===== config.mk =====
export PLATFORM = sky130hd
export DESIGN_NAME = serial_config_command_parser
export DESIGN_NICKNAME = d
export VERILOG_FILES = /design/src/logic/cmd_parser_pkg.sv /design/src/logic/param_store.sv /design/src/logic/serial_config_command_parser.sv
export SDC_FILE = /design/constraint.sdc
export NUM_CORES = 1
export LEC_CHECK = 0
export BUFFER_PORTS_ARGS = -buffer_cell sky130_fd_sc_hd__buf_2
export CORE_MARGIN = 2
export CORE_UTILIZATION = 65
export DETAILED_ROUTE_END_ITERATION = 8
export GPL_TIMING_DRIVEN = 0
export PLACE_DENSITY = 0.8
export SLEW_MARGIN = 30
export SYNTH_ARGS = -nofsm -noshare
export SYNTH_HDL_FRONTEND = slang
export SYNTH_SLANG_ARGS = --single-unit

===== constraint.sdc =====
create_clock -name CORE_CLK -period 7.6 [get_ports CORE_CLK]
set_clock_uncertainty 0.1 [all_clocks]
set_input_delay 0.76 -clock CORE_CLK [delete_from_list [all_inputs] [get_ports CORE_CLK]]
set_output_delay 0.76 -clock CORE_CLK [all_outputs]
set_load 0.1 [all_outputs]

===== src/logic/cmd_parser_pkg.sv =====
package cmd_parser_pkg;
  localparam logic [7:0] CH_OPEN   = 8'h3C;
  localparam logic [7:0] CH_CLOSE  = 8'h3E;
  localparam logic [7:0] CH_COMMA  = 8'h2C;
  localparam logic [7:0] CH_QUERY  = 8'h3F;
  localparam logic [7:0] CH_K      = 8'h4B;
  localparam logic [7:0] CH_Z      = 8'h5A;
  localparam logic [7:0] CH_A      = 8'h41;
  localparam logic [7:0] CH_ESC    = 8'h5C;
  localparam logic [7:0] CH_NUL    = 8'h00;
  localparam logic [7:0] CH_ZERO   = 8'h30;
  localparam logic [7:0] PC_RESET  = 8'h04;
  localparam logic [7:0] PC_REQ    = 8'h05;
  localparam logic [7:0] PC_STX    = 8'h02;
  localparam logic [7:0] PC_ETX    = 8'h03;
  localparam logic [7:0] PC_ACK    = 8'h06;
  localparam logic [7:0] PC_NAK    = 8'h15;
  localparam logic [7:0] PC_XON    = 8'h11;
  localparam logic [7:0] PC_XOFF   = 8'h13;
  localparam int         CODE_DIGITS = 3;
  localparam logic [7:0] FIELD_RESET = 8'h00;
  typedef enum logic [3:0] {
    ST_IDLE  = 4'b0000,
    ST_FIRST = 4'b0001,
    ST_CODE  = 4'b0010,
    ST_SEP   = 4'b0011,
    ST_DATA  = 4'b0100,
    ST_ESC1  = 4'b0101,
    ST_ESC2  = 4'b0110,
    ST_QEND  = 4'b0111,
    ST_INIT  = 4'b1000,
    ST_DROP  = 4'b1001
  } state_type;
endpackage : cmd_parser_pkg


===== src/logic/param_store.sv =====
`timescale 1ns/1ps
// Setting memory: one byte per field slot, staged write, registered read.
module param_store #(
  parameter int AW = 6
) (
  input  wire logic          clk,
  input  wire logic          rst,
  input  wire logic          we,
  input  wire logic [AW-1:0] waddr,
  input  wire logic [7:0]    wdata,
  input  wire logic [AW-1:0] raddr,
  output logic      [7:0]    rdata
);
  logic [7:0] mem_q [0:(1<<AW)-1];

  always_ff @(posedge clk) begin
    if (we) begin
      mem_q[waddr] <= wdata;
    end
  end

  always_ff @(posedge clk) begin
    if (rst) begin
      rdata <= 8'h00;
    end else begin
      rdata <= mem_q[raddr];
    end
  end
endmodule : param_store


===== src/logic/serial_config_command_parser.sv =====
`timescale 1ns/1ps
// Byte-stream parser for bracketed configuration commands. Each field
// holds one byte value; the store is indexed by group slot and field.
module serial_config_command_parser
  import cmd_parser_pkg::*;
#(
  parameter int NGROUPS = 4,
  parameter int NFIELDS = 8,
  parameter logic [11:0] GROUP_CODE0 = 12'h100,
  parameter logic [11:0] GROUP_CODE1 = 12'h141,
  parameter logic [11:0] GROUP_CODE2 = 12'h142,
  parameter logic [11:0] GROUP_CODE3 = 12'h145
) (
  // Clock and reset
  input  wire logic       CORE_CLK,
  input  wire logic       RESET,
  // Received byte stream
  input  wire logic       RX_VALID,
  input  wire logic [7:0] RX_DATA,
  // Settings readback port
  input  wire logic [4:0] RD_ADDR,
  output logic      [7:0] RD_DATA,
  // Command results
  output logic            CFG_APPLY,
  output logic            CFG_SAVE,
  output logic            STATUS_REQ,
  output logic            QUERY_REQ,
  output logic [11:0]     QUERY_CODE,
  output logic            CMD_ERROR,
  // Protocol control decode
  output logic            PROTO_RESET,
  output logic            PROTO_REQUEST,
  output logic            PROTO_STX,
  output logic            PROTO_ETX,
  output logic            PROTO_ACK,
  output logic            PROTO_NAK,
  output logic            TX_PAUSED,
  // Calibration
  input  wire logic       CAL_START,
  input  wire logic       CAL_END,
  input  wire logic       DECODE_OK,
  output logic            CAL_PASS,
  output logic            CAL_FAIL
);
  localparam int FW = $clog2(NFIELDS);
  localparam int GW = $clog2(NGROUPS);
  localparam int AW = GW + FW;

  state_type  state_q;
  logic [11:0] code_q;
  logic [1:0]  digit_q;
  logic [FW:0] field_q;
  logic [7:0]  esc_q;
  logic [7:0]  stage_q [0:NFIELDS-1];
  logic [NFIELDS-1:0] dirty_q;
  logic        commit_q;
  logic [FW:0] cidx_q;
  logic [GW-1:0] grp_q;
  logic        grp_hit;
  logic [GW-1:0] grp_sel;
  logic        pending_q;
  logic        cal_run_q;
  logic        cal_seen_q;
  logic [3:0]  hex_val;
  logic        is_hex;
  logic        ctl_byte;

  // Hex digit decode for escaped data; upper-case digits only.
  always_comb begin
    is_hex  = 1'b1;
    hex_val = 4'h0;
    if (RX_DATA >= 8'h30 && RX_DATA <= 8'h39) begin
      hex_val = RX_DATA[3:0];
    end else if (RX_DATA >= 8'h41 && RX_DATA <= 8'h46) begin
      hex_val = RX_DATA[3:0] + 4'h9;
    end else begin
      is_hex = 1'b0;
    end
  end

  always_comb begin
    grp_hit = 1'b1;
    grp_sel = '0;
    case (code_q)
      GROUP_CODE0: grp_sel = GW'(0);
      GROUP_CODE1: grp_sel = GW'(1);
      GROUP_CODE2: grp_sel = GW'(2);
      GROUP_CODE3: grp_sel = GW'(3);
      default:     grp_hit = 1'b0;
    endcase
  end

  // Control bytes outside a command frame are protocol traffic; inside a
  // frame they are never decoded, and within a field they are ordinary data.
  assign ctl_byte = RX_VALID && (state_q == ST_IDLE || state_q == ST_INIT);

  always_ff @(posedge CORE_CLK) begin
    if (RESET) begin
      PROTO_RESET   <= 1'b0;
      PROTO_REQUEST <= 1'b0;
      PROTO_STX     <= 1'b0;
      PROTO_ETX     <= 1'b0;
      PROTO_ACK     <= 1'b0;
      PROTO_NAK     <= 1'b0;
      TX_PAUSED     <= 1'b0;
    end else begin
      PROTO_RESET   <= ctl_byte && RX_DATA == PC_RESET;
      PROTO_REQUEST <= ctl_byte && RX_DATA == PC_REQ;
      PROTO_STX     <= ctl_byte && RX_DATA == PC_STX;
      PROTO_ETX     <= ctl_byte && RX_DATA == PC_ETX;
      PROTO_ACK     <= ctl_byte && RX_DATA == PC_ACK;
      PROTO_NAK     <= ctl_byte && RX_DATA == PC_NAK;
      if (ctl_byte && RX_DATA == PC_XOFF) begin
        TX_PAUSED <= 1'b1;
      end else if (ctl_byte && RX_DATA == PC_XON) begin
        TX_PAUSED <= 1'b0;
      end
    end
  end

  // Parser state and result pulses.
  always_ff @(posedge CORE_CLK) begin
    if (RESET) begin
      state_q    <= ST_IDLE;
      code_q     <= 12'h000;
      digit_q    <= 2'b00;
      field_q    <= '0;
      esc_q      <= 8'h00;
      dirty_q    <= '0;
      commit_q   <= 1'b0;
      grp_q      <= '0;
      pending_q  <= 1'b0;
      CFG_APPLY  <= 1'b0;
      CFG_SAVE   <= 1'b0;
      STATUS_REQ <= 1'b0;
      QUERY_REQ  <= 1'b0;
      QUERY_CODE <= 12'h000;
      CMD_ERROR  <= 1'b0;
    end else begin
      CFG_APPLY  <= 1'b0;
      CFG_SAVE   <= 1'b0;
      STATUS_REQ <= 1'b0;
      QUERY_REQ  <= 1'b0;
      CMD_ERROR  <= 1'b0;
      if (commit_q && cidx_q == (FW+1)'(NFIELDS - 1)) begin
        commit_q <= 1'b0;
        dirty_q  <= '0;
      end
      if (RX_VALID) begin
        if (RX_DATA == CH_NUL && state_q != ST_IDLE) begin
          state_q   <= ST_IDLE;
          CMD_ERROR <= 1'b1;
          dirty_q   <= '0;
        end else begin
          case (state_q)
            ST_IDLE, ST_INIT: begin
              if (RX_DATA == CH_OPEN) begin
                state_q <= ST_FIRST;
              end
            end
            ST_FIRST: begin
              // A frame cut by a NUL must not leave a stale Z or A marker.
              esc_q   <= 8'h00;
              digit_q <= 2'b00;
              code_q  <= 12'h000;
              field_q <= '0;
              if (RX_DATA == CH_K) begin
                state_q <= ST_CODE;
              end else if (RX_DATA == CH_QUERY) begin
                state_q <= ST_QEND;
              end else if (RX_DATA == CH_Z || RX_DATA == CH_A) begin
                // Case-sensitive: lower-case letters fall to the drop path.
                esc_q   <= RX_DATA;
                state_q <= ST_QEND;
              end else begin
                state_q   <= ST_DROP;
                CMD_ERROR <= 1'b1;
              end
            end
            ST_CODE: begin
              if (RX_DATA >= CH_ZERO && RX_DATA <= 8'h39) begin
                code_q  <= {code_q[7:0], RX_DATA[3:0]};
                digit_q <= digit_q + 2'b01;
                if (digit_q == 2'(CODE_DIGITS - 1)) begin
                  state_q <= ST_SEP;
                end
              end else begin
                state_q   <= ST_DROP;
                CMD_ERROR <= 1'b1;
              end
            end
            ST_SEP: begin
              if (!grp_hit) begin
                state_q   <= ST_DROP;
                CMD_ERROR <= 1'b1;
              end else if (RX_DATA == CH_QUERY) begin
                QUERY_CODE <= code_q;
                esc_q      <= CH_QUERY;
                state_q    <= ST_QEND;
              end else if (RX_DATA == CH_COMMA) begin
                grp_q   <= grp_sel;
                state_q <= ST_DATA;
              end else if (RX_DATA == CH_CLOSE) begin
                state_q <= ST_INIT;
              end else begin
                state_q   <= ST_DROP;
                CMD_ERROR <= 1'b1;
              end
            end
            ST_DATA: begin
              if (RX_DATA == CH_COMMA) begin
                field_q <= field_q + 1'b1;
              end else if (RX_DATA == CH_CLOSE) begin
                // Untouched and omitted fields stay clean and keep values.
                commit_q  <= 1'b1;
                pending_q <= 1'b1;
                state_q   <= ST_INIT;
              end else if (RX_DATA == CH_OPEN) begin
                state_q   <= ST_FIRST;
                CMD_ERROR <= 1'b1;
                dirty_q   <= '0;
              end else if (RX_DATA == CH_ESC) begin
                state_q <= ST_ESC1;
              end else if (field_q < (FW+1)'(NFIELDS)) begin
                dirty_q[field_q[FW-1:0]] <= 1'b1;
              end
            end
            ST_ESC1: begin
              esc_q   <= {4'h0, hex_val};
              state_q <= is_hex ? ST_ESC2 : ST_DROP;
              CMD_ERROR <= !is_hex;
            end
            ST_ESC2: begin
              state_q <= is_hex ? ST_DATA : ST_DROP;
              CMD_ERROR <= !is_hex;
              if (is_hex && field_q < (FW+1)'(NFIELDS)) begin
                dirty_q[field_q[FW-1:0]] <= 1'b1;
              end
            end
            ST_QEND: begin
              state_q <= (RX_DATA == CH_CLOSE) ? ST_INIT : ST_DROP;
              CMD_ERROR <= RX_DATA != CH_CLOSE;
              if (RX_DATA == CH_CLOSE) begin
                if (esc_q == CH_Z || esc_q == CH_A) begin
                  CFG_APPLY <= 1'b1;
                  CFG_SAVE  <= esc_q == CH_Z;
                  pending_q <= 1'b0;
                end else if (esc_q == CH_QUERY) begin
                  QUERY_REQ <= 1'b1;
                end else begin
                  STATUS_REQ <= 1'b1;
                end
              end
              esc_q <= 8'h00;
            end
            ST_DROP: begin
              if (RX_DATA == CH_OPEN) begin
                state_q <= ST_FIRST;
              end else if (RX_DATA == CH_CLOSE) begin
                state_q <= ST_IDLE;
              end
            end
            default: state_q <= ST_IDLE;
          endcase
        end
      end
    end
  end

  // Staging of field bytes; the escaped pair composes one data byte.
  always_ff @(posedge CORE_CLK) begin
    if (RESET) begin
      for (int i = 0; i < NFIELDS; i++) begin
        stage_q[i] <= FIELD_RESET;
      end
    end else if (RX_VALID && field_q < (FW+1)'(NFIELDS)) begin
      if (state_q == ST_DATA && RX_DATA != CH_COMMA && RX_DATA != CH_CLOSE &&
          RX_DATA != CH_OPEN && RX_DATA != CH_ESC && RX_DATA != CH_NUL) begin
        stage_q[field_q[FW-1:0]] <= RX_DATA;
      end else if (state_q == ST_ESC2 && is_hex) begin
        stage_q[field_q[FW-1:0]] <= {esc_q[3:0], hex_val};
      end
    end
  end

  // Commit walks the staged fields; only dirty ones are written.
  // The walk takes NFIELDS cycles, so a following command's fields must
  // not start before it ends; a short gap between commands covers this.
  always_ff @(posedge CORE_CLK) begin
    if (RESET) begin
      cidx_q <= '0;
    end else if (commit_q) begin
      cidx_q <= cidx_q + 1'b1;
    end else begin
      cidx_q <= '0;
    end
  end

  param_store #(.AW(AW)) u_store (
    .clk   (CORE_CLK),
    .rst   (RESET),
    .we    (commit_q && dirty_q[cidx_q[FW-1:0]]),
    .waddr ({grp_q, cidx_q[FW-1:0]}),
    .wdata (stage_q[cidx_q[FW-1:0]]),
    .raddr (RD_ADDR[AW-1:0]),
    .rdata (RD_DATA)
  );

  // Calibration passes only when a decode succeeded while it ran.
  always_ff @(posedge CORE_CLK) begin
    if (RESET) begin
      cal_run_q  <= 1'b0;
      cal_seen_q <= 1'b0;
      CAL_PASS   <= 1'b0;
      CAL_FAIL   <= 1'b0;
    end else begin
      CAL_PASS <= 1'b0;
      CAL_FAIL <= 1'b0;
      if (CAL_START) begin
        cal_run_q  <= 1'b1;
        cal_seen_q <= DECODE_OK;
      end else if (cal_run_q && CAL_END) begin
        cal_run_q <= 1'b0;
        CAL_PASS  <= cal_seen_q || DECODE_OK;
        CAL_FAIL  <= !(cal_seen_q || DECODE_OK);
      end else if (cal_run_q && DECODE_OK) begin
        cal_seen_q <= 1'b1;
      end
    end
  end
endmodule : serial_config_command_parser


Word-level counts from Yosys, hierarchy flattened
Memories as Yosys holds them, arrays and structs flattened. A register that Yosys moved wholly into a read port is not among the register bits. Index checks and enable logic that the tools add are counted.

Output and inout port bits: 34. Memories: 2. Word-level logic and storage cells: 256. Bits in registers: 73. Bits in writable memories: 320.

Reductions and logical operators: 58. Eq/ne operators: 48. $lt $le $gt $ge: 8. Add/sub/neg operators: 4. Bitwise gates (word level): 10. Mux-type cells: 100.

Memory list: u_store.mem_q (words 32, width 8, rd ports 1, clocked after memory_dff 1, write ports 1, line param_store.sv:14) `logic [7:0] mem_q [0:(1<<AW)-1];`; stage_q (words 8, width 8, rd ports 1, clocked after memory_dff 1, write ports 8, line serial_config_command_parser.sv:54) `logic [7:0] stage_q [0:NFIELDS-1];`.

Operator list (count): 2-to-1 mux 8 bit (17); 2-to-1 mux 4 bit (21); == test 12 x 9 -> 1 bit, second input constant (4); == test 8 x 7 -> 1 bit, second input constant (6); 2-to-1 mux 1 bit (48); == test 8 x 6 -> 1 bit, second input constant (5); case mux 4 bit (9 select lines) (1); case mux 8 bit (4 select lines) (1); logical AND 1 bit (25); == test 8 x 3 -> 1 bit, second input constant (3); == test 8 x 5 -> 1 bit, second input constant (3); inequality test 8 x 6 -> 1 bit, second input constant (3); case mux 12 bit (2 select lines) (1); == test 4 x 3 -> 1 bit, second input constant (5); == test 8 x 2 -> 1 bit, second input constant (2); case mux 8 bit (2 select lines) (1); 2-to-1 mux 12 bit (1); AND reduction 6 bit (2); OR reduction 6 bit (2); inequality test 2 bit, second input constant (5); AND reduction 5 bit (2); nonzero test 2 bit (5); adder 4 x 1 -> 4 bit, second input constant (2); == test 4 x 2 -> 1 bit, second input constant (2); other kinds (40) (61).

Longest topological paths before layout
Gate-level depths: netlist of the first run.

Word-level depth: 13. Gate-level depth with buffers: 10.

Cells and area by module
From an unflattened synthesis of the first run, not the netlist that was laid out.

Cells, all modules: 1081. Area total of the unflattened synthesis: 16947.5 um^2.

Modules (own cells, without submodules): param_store (sequential area each 7847.5 um^2, area an instance 10204.8 um^2, cells an instance 462, times used 1); serial_config_command_parser (sequential area each 3383.2 um^2, area an instance 6742.7 um^2, cells an instance 619, times used 1).

Worst setup path after synthesis of the first run
Ideal clock, no wire load.

Kind: input port to flip-flop. Start point: input port RX_DATA[0]. End point: memory stage_q[3][0], enable pin. Stages on the path: 10. Buffers on the path: 2. Slack: 4.106 ns. Data required time: 7.116 ns. Data arrival time: 3.010 ns. Cell sequence: inv_1 > ha_1 > clkbuf_1 > nand3_1 > nand2b_1 > buf_2 > nand4_1 > nor3_1 > nor2_1 > o21ai_0.

RTL lines: from (decl) (line serial_config_command_parser.sv:19) `input wire logic [7:0] RX_DATA,`; to (decl) (line serial_config_command_parser.sv:54).

==> results of run 1 <==
-- sequential cells by signal, summed over array words and instances, names as in the netlist, 2 cells and up --
name	flops
digit_q	2
dirty_q	8
field_q	4
code_q	12
esc_q	8
stage_q	64
grp_q	2
state_q	4
u_store.mem_q	256
QUERY_CODE	12
cidx_q	4
u_store.rdata	8
-- cell families after synthesis --
kind of cell / count (synthesis) / share of synthesized area (%)
AOI/OAI and AO/OA: 124 / 5.00
xor gates and xnor gates: 10 / 0.517
adders and majority gates: 10 / 0.738
buffers and inverters: 92 / 2.30
DFF: 401 / 66.3
muxes: 124 / 14.6
and+or+nand+nor: 356 / 10.5
-- power by group through the flow --
stage,Combinational [W],Clock [W],Sequential (W)
2_1_floorplan,0.000119,0,0.00246
3_3_place_gp,0.000198,0,0.00243
3_5_place_dp,0.000203,0,0.00243
4_1_cts,0.000208,0.00197,0.00238
5_1_grt,0.000218,0.00206,0.00238
6_report,0.000208,0.00196,0.00238
-- area by class of cell --
class	instances	share of cell area [%]
clock inverters	22	1.09
plain buffers	68	1.58
repair buffers	43	1.14
inverters	24	0.477
flip-flops and latches	401	59.4
well taps	335	2.22
clock buffers	52	5.87
multi-input cells	624	28.2
-- metrics by stage --
step | setup WS, ns | cells | utilization, % | total power (W)
floorplan | 4.11 | 1117 | - | 0.00258
global placement | 2.98 | 1495 | 68.0 | 0.00263
detailed placement | 3.30 | 1495 | 68.0 | 0.00263
CTS | 3.82 | 1569 | 73.1 | 0.00456
global route | 3.55 | 1569 | 73.1 | 0.00466
finish | 3.76 | 1569 | 73.1 | 0.00455
-- per-layer routing --
metal  vias up  routed length, um  GRT usage (%)
met5         -                  0              0
met4         0                918           7.56
met3        59               2290           3.77
met2       471              19200           48.9
met1      5073              15100           38.0
li1       4481                  -              -
-- layout by cell type, fill, tap and decap left out, drive strengths merged, types with 5 or more instances in the layout --
cell,Yosys,final
edfxtp,320,320
nor4b,8,8
o21ai,27,27
mux2,10,10
nand3b,8,8
a211oi,6,6
or4,6,6
clkinv,0,15
dfxtp,81,81
buf,33,76
a22o,7,7
nand4,6,6
xor2,6,6
and2,8,8
clkbuf,35,87
nor2,179,179
mux2i,16,16
or3,9,9
a22oi,6,6
nor2b,7,7
nor3,20,20
inv,24,25
nor4,5,5
mux4,98,98
a21oi,41,41
nand2,49,49
nand3,22,22
nor3b,7,7
a21o,5,5
ha,10,10
-- worst max-delay path by stage --
stage	startpoint	depth (start not counted)	end
6_report	RX_DATA[0]	11	stage_q[5][6]
5_1_grt	RX_DATA[0]	11	stage_q[5][6]
4_1_cts	RX_DATA[0]	11	stage_q[5][6]
3_5_place_dp	RX_DATA[0]	11	stage_q[5][0]
3_3_place_gp	RX_DATA[0]	11	stage_q[4][2]
2_1_floorplan	RX_DATA[0]	10	stage_q[3][0]
==> impl_metrics.csv, run 1 <==
group,metric,value,unit
yosys,synth.cell_area,0.0169,mm2
setup_path,cp_data_arrival_time,3.90,ns
setup_path,r2r_cells,6,
detailed_routing,route.detailed.drc,0,
finish,antenna_cells,0,
floorplanning,coreArea,0.0258,mm2
global_route,antenna_found_initial,0,
detailed_routing,dr.first_iter.drc_count,1196,
finish,drive_gt1_share,21.3,%
cts,cts-resized-gates,0,
placed_design,gp_congestion,0.953,
power_and_ir_drop,switching_share,21.1,%
placed_design,hpwl,24400,um
setup_path,cp_common_cell,"buf_2",
setup_path,cpMaxStageDelayCell,"o21ai_1",
cts,numCtsBuffers,40,
detailed_routing,firstDrtPassIters,5,
global_route,track_usage,28.1,%
yosys,synth_edf_count,320,
yosys,ys_async_sr_fraction,0,%
cts,cts_max_level,2,
yosys,synth_cell_types,80,
worst_hold_path,hold_class,"in2reg",
yosys,synth_top_cell_by_area,"edfxtp_1",
finish,syn_to_final_growth,11.5,%
placed_design,place_area,0.0176,mm2
finish,design_area,0.0189,mm2
cts,cts_tree,"done",
setup_path,r2r_slack,4.14,ns
yosys,synth_nets,1146,
yosys,synth-seq-cells,401,
power_and_ir_drop,pwr-share-seq,52.4,%
yosys,synthTopCellsByArea,"edfxtp_1 (57%), mux4_2 (13%), dfxtp_1 (9.6%)",
global_route,grt_pass1_wl,57500,um
power_and_ir_drop,power.switching,0.000962,W
yosys,ys_warn_count,0,
timing,timing.slew.headroom,37.9,%
timing,fin_tns_setup,0,ns
power_and_ir_drop,clock_power_share,43.0,%
cts,clk_pin_slew,0.06,ns
setup_path,r2r-end,"stage_q[5][6]",
cts,clk_latency,0.54,ns
floorplanning,rows,59,
cts,cts_root_buffer,"clkbuf_16",
cts,clockBufferDepth,3,
floorplanning,die_h,165,um
timing,whs,0.329,ns
setup_path,crit_type,"in2reg",
finish,multi_input_area,0.00533,mm2
timing,drv_slew,0,
power_and_ir_drop,leakagePower,6.19,nW
worst_hold_path,min_path_cells,2,
placed_design,portBuffers,43,
timing,worstMarginPinSlew,0.932,ns
yosys,synth_top_area_share,56.7,%
global_route,first_global_vias,9705,
detailed_routing,ant_nets,0,
worst_hold_path,hold_start,"DECODE_OK",
yosys,ys.flop_type,"edfxtp_1",
status,status,"completed",
power_and_ir_drop,powerDensity,241,mW/mm2
setup_path,path_cells,"buf_2 > inv_1 > ha_1 > clkbuf_1 > nand3_1 > nand2b_1 > buf_2 > nand4_1 > nor3_1 > nor2_1 > o21ai_1",
timing,period_needed,3.84,ns
power_and_ir_drop,power_frac_comb,4.6,%
global_route,overflow,0,
floorplanning,initial_core_util,65.6,%
yosys,synth_cells,1117,
timing,rsz0062_at_grt,"no",
yosys,synth_most_common_cell,"edfxtp_1",
timing,hold_viol_final,0,
detailed_routing,vias_per_cell,6.43,
detailed_routing,routed_wirelength,37500,um
setup_path,cpPeakStageDelay,0.69,ns
global_route,grt_max_degree,33,
detailed_routing,vias,10100,
setup_path,critical_path.max_fanout,8,
setup_path,cpLargestDelayFamily,"simple AND/OR/NAND/NOR gates",
floorplanning,dieArea,0.0274,mm2
finish,regArea,0.0112,mm2
power_and_ir_drop,intPower,0.00359,W
yosys,synthTopCellsByCount,"edfxtp_1 (320), nor2_1 (179), mux4_2 (98), dfxtp_1 (81), nand2_1 (49)",
cts,cts_sinks,401,
detailed_routing,wire_per_inst,23.9,um
timing,period_share,50.5,%
yosys,seq_area_frac_synth,66.3,%
worst_hold_path,hold_end,"CAL_FAIL",
power_and_ir_drop,ir_worst_vdd,0.000198,V
setup_path,cp.required,7.66,ns
finish,fin_nets,1231,
setup_path,cp_num_buf_inv,4,
finish,nFillCells,1594,
floorplanning,dieWidth,165,um
timing,setup_viol,0,
floorplanning,ios,53,
timing,fmax,261,MHz
setup_path,endpoint_kind,"flop",
run,drv_cap,0,
cts,holdBufCountCts,0,
yosys,avgSynthCellArea,15.2,um2
cts,postCtsSetupBuffers,0,
setup_path,r2r-start,"state_q[3]",
setup_path,cp-start-kind,"input pin",
Note: power is estimated with default switching activity, not from simulation.
==> run 2, diff against run 1 <==
--- a/config.mk
+++ b/config.mk
@@ -5,12 +5,13 @@
 export SDC_FILE = /design/constraint.sdc
 export NUM_CORES = 1
 export LEC_CHECK = 0
+export ABC_AREA = 1
 export BUFFER_PORTS_ARGS = -buffer_cell sky130_fd_sc_hd__buf_2
 export CORE_MARGIN = 2
-export CORE_UTILIZATION = 65
+export CORE_UTILIZATION = 56
 export DETAILED_ROUTE_END_ITERATION = 8
 export GPL_TIMING_DRIVEN = 0
-export PLACE_DENSITY = 0.8
+export PLACE_DENSITY = 0.73
 export SLEW_MARGIN = 30
 export SYNTH_ARGS = -nofsm -noshare
 export SYNTH_HDL_FRONTEND = slang
==> constraint.sdc (replaced) <==
create_clock -name CORE_CLK -period 3.2 [get_ports CORE_CLK]
set_clock_uncertainty 0.1 [all_clocks]
set_input_delay 0.32 -clock CORE_CLK [delete_from_list [all_inputs] [get_ports CORE_CLK]]
set_output_delay 0.32 -clock CORE_CLK [all_outputs]
set_load 0.1 [all_outputs]
==> impl_metrics.csv, run 2 <==
group,metric,value,unit
detailed_routing,vias_per_cell,6.12,
finish,drive_gt1_share,11.0,%
setup_path,cp_common_cell,"nor2_1",
floorplanning,dieArea,0.0325,mm2
yosys,synth_top_area_share,55.2,%
finish,layout_commonest_cell,"nor2_1",
floorplanning,rows,64,
setup_path,critical_path.max_fanout,10,
global_route,first_global_vias,13100,
setup_path,path_cells,"clkbuf_1 > o21ai_0 > o22ai_1 > nor2_1 > nor2_1 > nand2_1 > nor2_1",
timing,fin_tns_setup,0,ns
finish,antenna_cells,0,
yosys,seq_area_frac_synth,64.5,%
yosys,synthTopCellsByArea,"edfxtp_1 (55%), dfxtp_1 (9.3%), nor2_1 (8.3%)",
detailed_routing,vias,13500,
detailed_routing,dr.first_iter.drc_count,1913,
detailed_routing,ant_nets,0,
yosys,synth_edf_count,320,
yosys,synth-seq-cells,401,
timing,drv_slew,0,
global_route,antenna_found_initial,0,
status,status,"completed",
cts,numCtsBuffers,42,
placed_design,place_area,0.0184,mm2
detailed_routing,wire_per_inst,21.8,um
setup_path,cpPeakStageDelay,0.79,ns
detailed_routing,firstDrtPassIters,6,
placed_design,gp_congestion,0.935,
finish,largest_register_ff_count,256,
timing,hold_viol_final,0,
global_route,track_usage,29.4,%
run,drv_cap,0,
finish,layout_common_cells,"nor2_1 (383), edfxtp_1 (320), o21ai_0 (186)",
finish,regArea,0.0112,mm2
floorplanning,coreArea,0.0306,mm2
detailed_routing,route.detailed.drc,0,
finish,fin_nets,1797,
cts,clockBufferDepth,3,
setup_path,endpoint_kind,"flop",
finish,nFillCells,2387,
placed_design,portBuffers,47,
floorplanning,dieWidth,180,um
yosys,synth_top_cell_by_area,"edfxtp_1",
finish,reg_top3,"u_store.mem_q (256), stage_q (64)",
cts,clk_latency,0.54,ns
cts,cts_root_buffer,"clkbuf_16",
cts,cts_sinks,401,
detailed_routing,routed_wirelength,48000,um
global_route,overflow,0,
floorplanning,initial_core_util,56.9,%
power_and_ir_drop,leakagePower,7.12,nW
yosys,ys.flop_type,"edfxtp_1",
floorplanning,ios,53,
timing,setup_viol,0,
yosys,ys_async_sr_fraction,0,%
setup_path,cp.required,3.27,ns
timing,timing.slew.headroom,41.9,%
yosys,synth_nets,1694,
global_route,grt_pass1_wl,74000,um
timing,whs,0.0169,ns
timing,worstMarginPinSlew,0.869,ns
finish,syn_to_final_growth,14.2,%
timing,period_share,95.2,%
yosys,synthTopCellsByCount,"nor2_1 (383), edfxtp_1 (320), o21ai_0 (186), nand2_1 (148), inv_1 (86)",
cts,cts_tree,"done",
yosys,avgSynthCellArea,10.5,um2
finish,multi_input_area,0.00557,mm2
power_and_ir_drop,fin_total_pwr,0.0112,W
timing,fmax,328,MHz
placed_design,hpwl,33000,um
setup_path,cp-start-kind,"flop",
cts,cts_max_level,2,
setup_path,cp_data_arrival_time,3.12,ns
yosys,synth_most_common_cell,"nor2_1",
setup_path,crit_type,"reg2reg",
finish,design_area,0.0199,mm2
yosys,synth_cells,1665,
yosys,synth.cell_area,0.0174,mm2
setup_path,cpMaxStageDelayCell,"nor2_1",
global_route,grt_max_degree,31,
power_and_ir_drop,powerDensity,565,mW/mm2
power_and_ir_drop,ir_worst_vdd,0.000428,V
finish,top_register,"u_store.mem_q",
finish,fin_util,65.0,%
yosys,synth_cell_types,46,
timing,rsz0062_at_grt,"no",
cts,clk_pin_slew,0.06,ns
yosys,ys_warn_count,0,
cts,postCtsSetupBuffers,0,
worst_hold_path,hold_class,"in2reg",
timing,period_needed,3.05,ns
floorplanning,die_h,180,um
run 2: changes by cell type in the layout (fill, tap and decap cells not counted), sizes merged, moves of 49 or more:
cell	previous run	this run
nand3	22	82
nand2	49	169
mux4	98	0
o221ai	0	52
clkbuf	87	136
nor2	179	394
o21ai	27	203
inv	25	100
run 2: per-stage QoR:
step                      instances  setup slack [ns]
final                          2198             0.154
after global routing           2198            0.0301
after CTS                      2198             0.195
after detailed placement       2116             0.213
after floorplan                1665             0.508
after global placement         2108             -1.40
run 2: cell families after synthesis:
logic type / Yosys count / synth area share [%]
AO/OA/AOI/OAI: 374 / 13.0
XOR/XNOR: 4 / 0.201
adder cells (fa/ha/maj): 10 / 0.718
buffers and inverters: 183 / 4.23
flip-flops: 401 / 64.5
AND/OR/NAND/NOR: 693 / 17.4
run 2: worst max-delay path, delay by kind of cell, from the launching register on:
| kind | cells | cell delay (ns) |
|---|---|---|
| AND/OR/NAND/NOR | 4 | 1.47 |
| buffers and inverters | 1 | 0.38 |
| AO/OA/AOI/OAI | 2 | 0.31 |
| flip-flops | 1 | 0.42 |
run 2: layer usage:
| metal | wire length [um] | GRT usage [%] |
|---|---|---|
| met4 | 1990 | 12.0 |
| met5 | 0 | 0 |
| met1 | 18800 | 39.0 |
| met2 | 22800 | 48.5 |
| met3 | 4330 | 4.79 |
run 2: repair_timing:
item,4_1_cts,5_1_grt
resized for setup,0,0
endpoints found under the hold margin,4,0
hold buffers,4,0
run 2: path summary, 6_finish.rpt:
| path | from | endpoint | slack [ns] | cells past startpoint |
|---|---|---|---|---|
| setup / recovery | cidx_q[0] | u_store.mem_q[5][4] | 0.15 | 7 |
| hold reg to reg | QUERY_CODE[7] | QUERY_CODE[7] | 0.36 | 2 |
| setup reg to reg | cidx_q[0] | u_store.mem_q[5][4] | 0.15 | 7 |
| hold / removal | RX_DATA[2] | PROTO_RESET | 0.02 | 3 |
run 2: layout make-up:
cell class                 instances  area share (%)
inverter                         101            1.92
buffer                            82            1.79
sequential                       401            56.4
timing repair buffer              59            2.24
clock inverter                    11           0.641
multi-input combinational       1081            28.0
tap                              396            2.49
clock buffer                      67            6.48
run 2: power by group:
part           internal, W  switching (W)
Sequential         0.00564      0.0000111
Clock              0.00294        0.00200
Combinational     0.000154       0.000502
Total              0.00873        0.00251
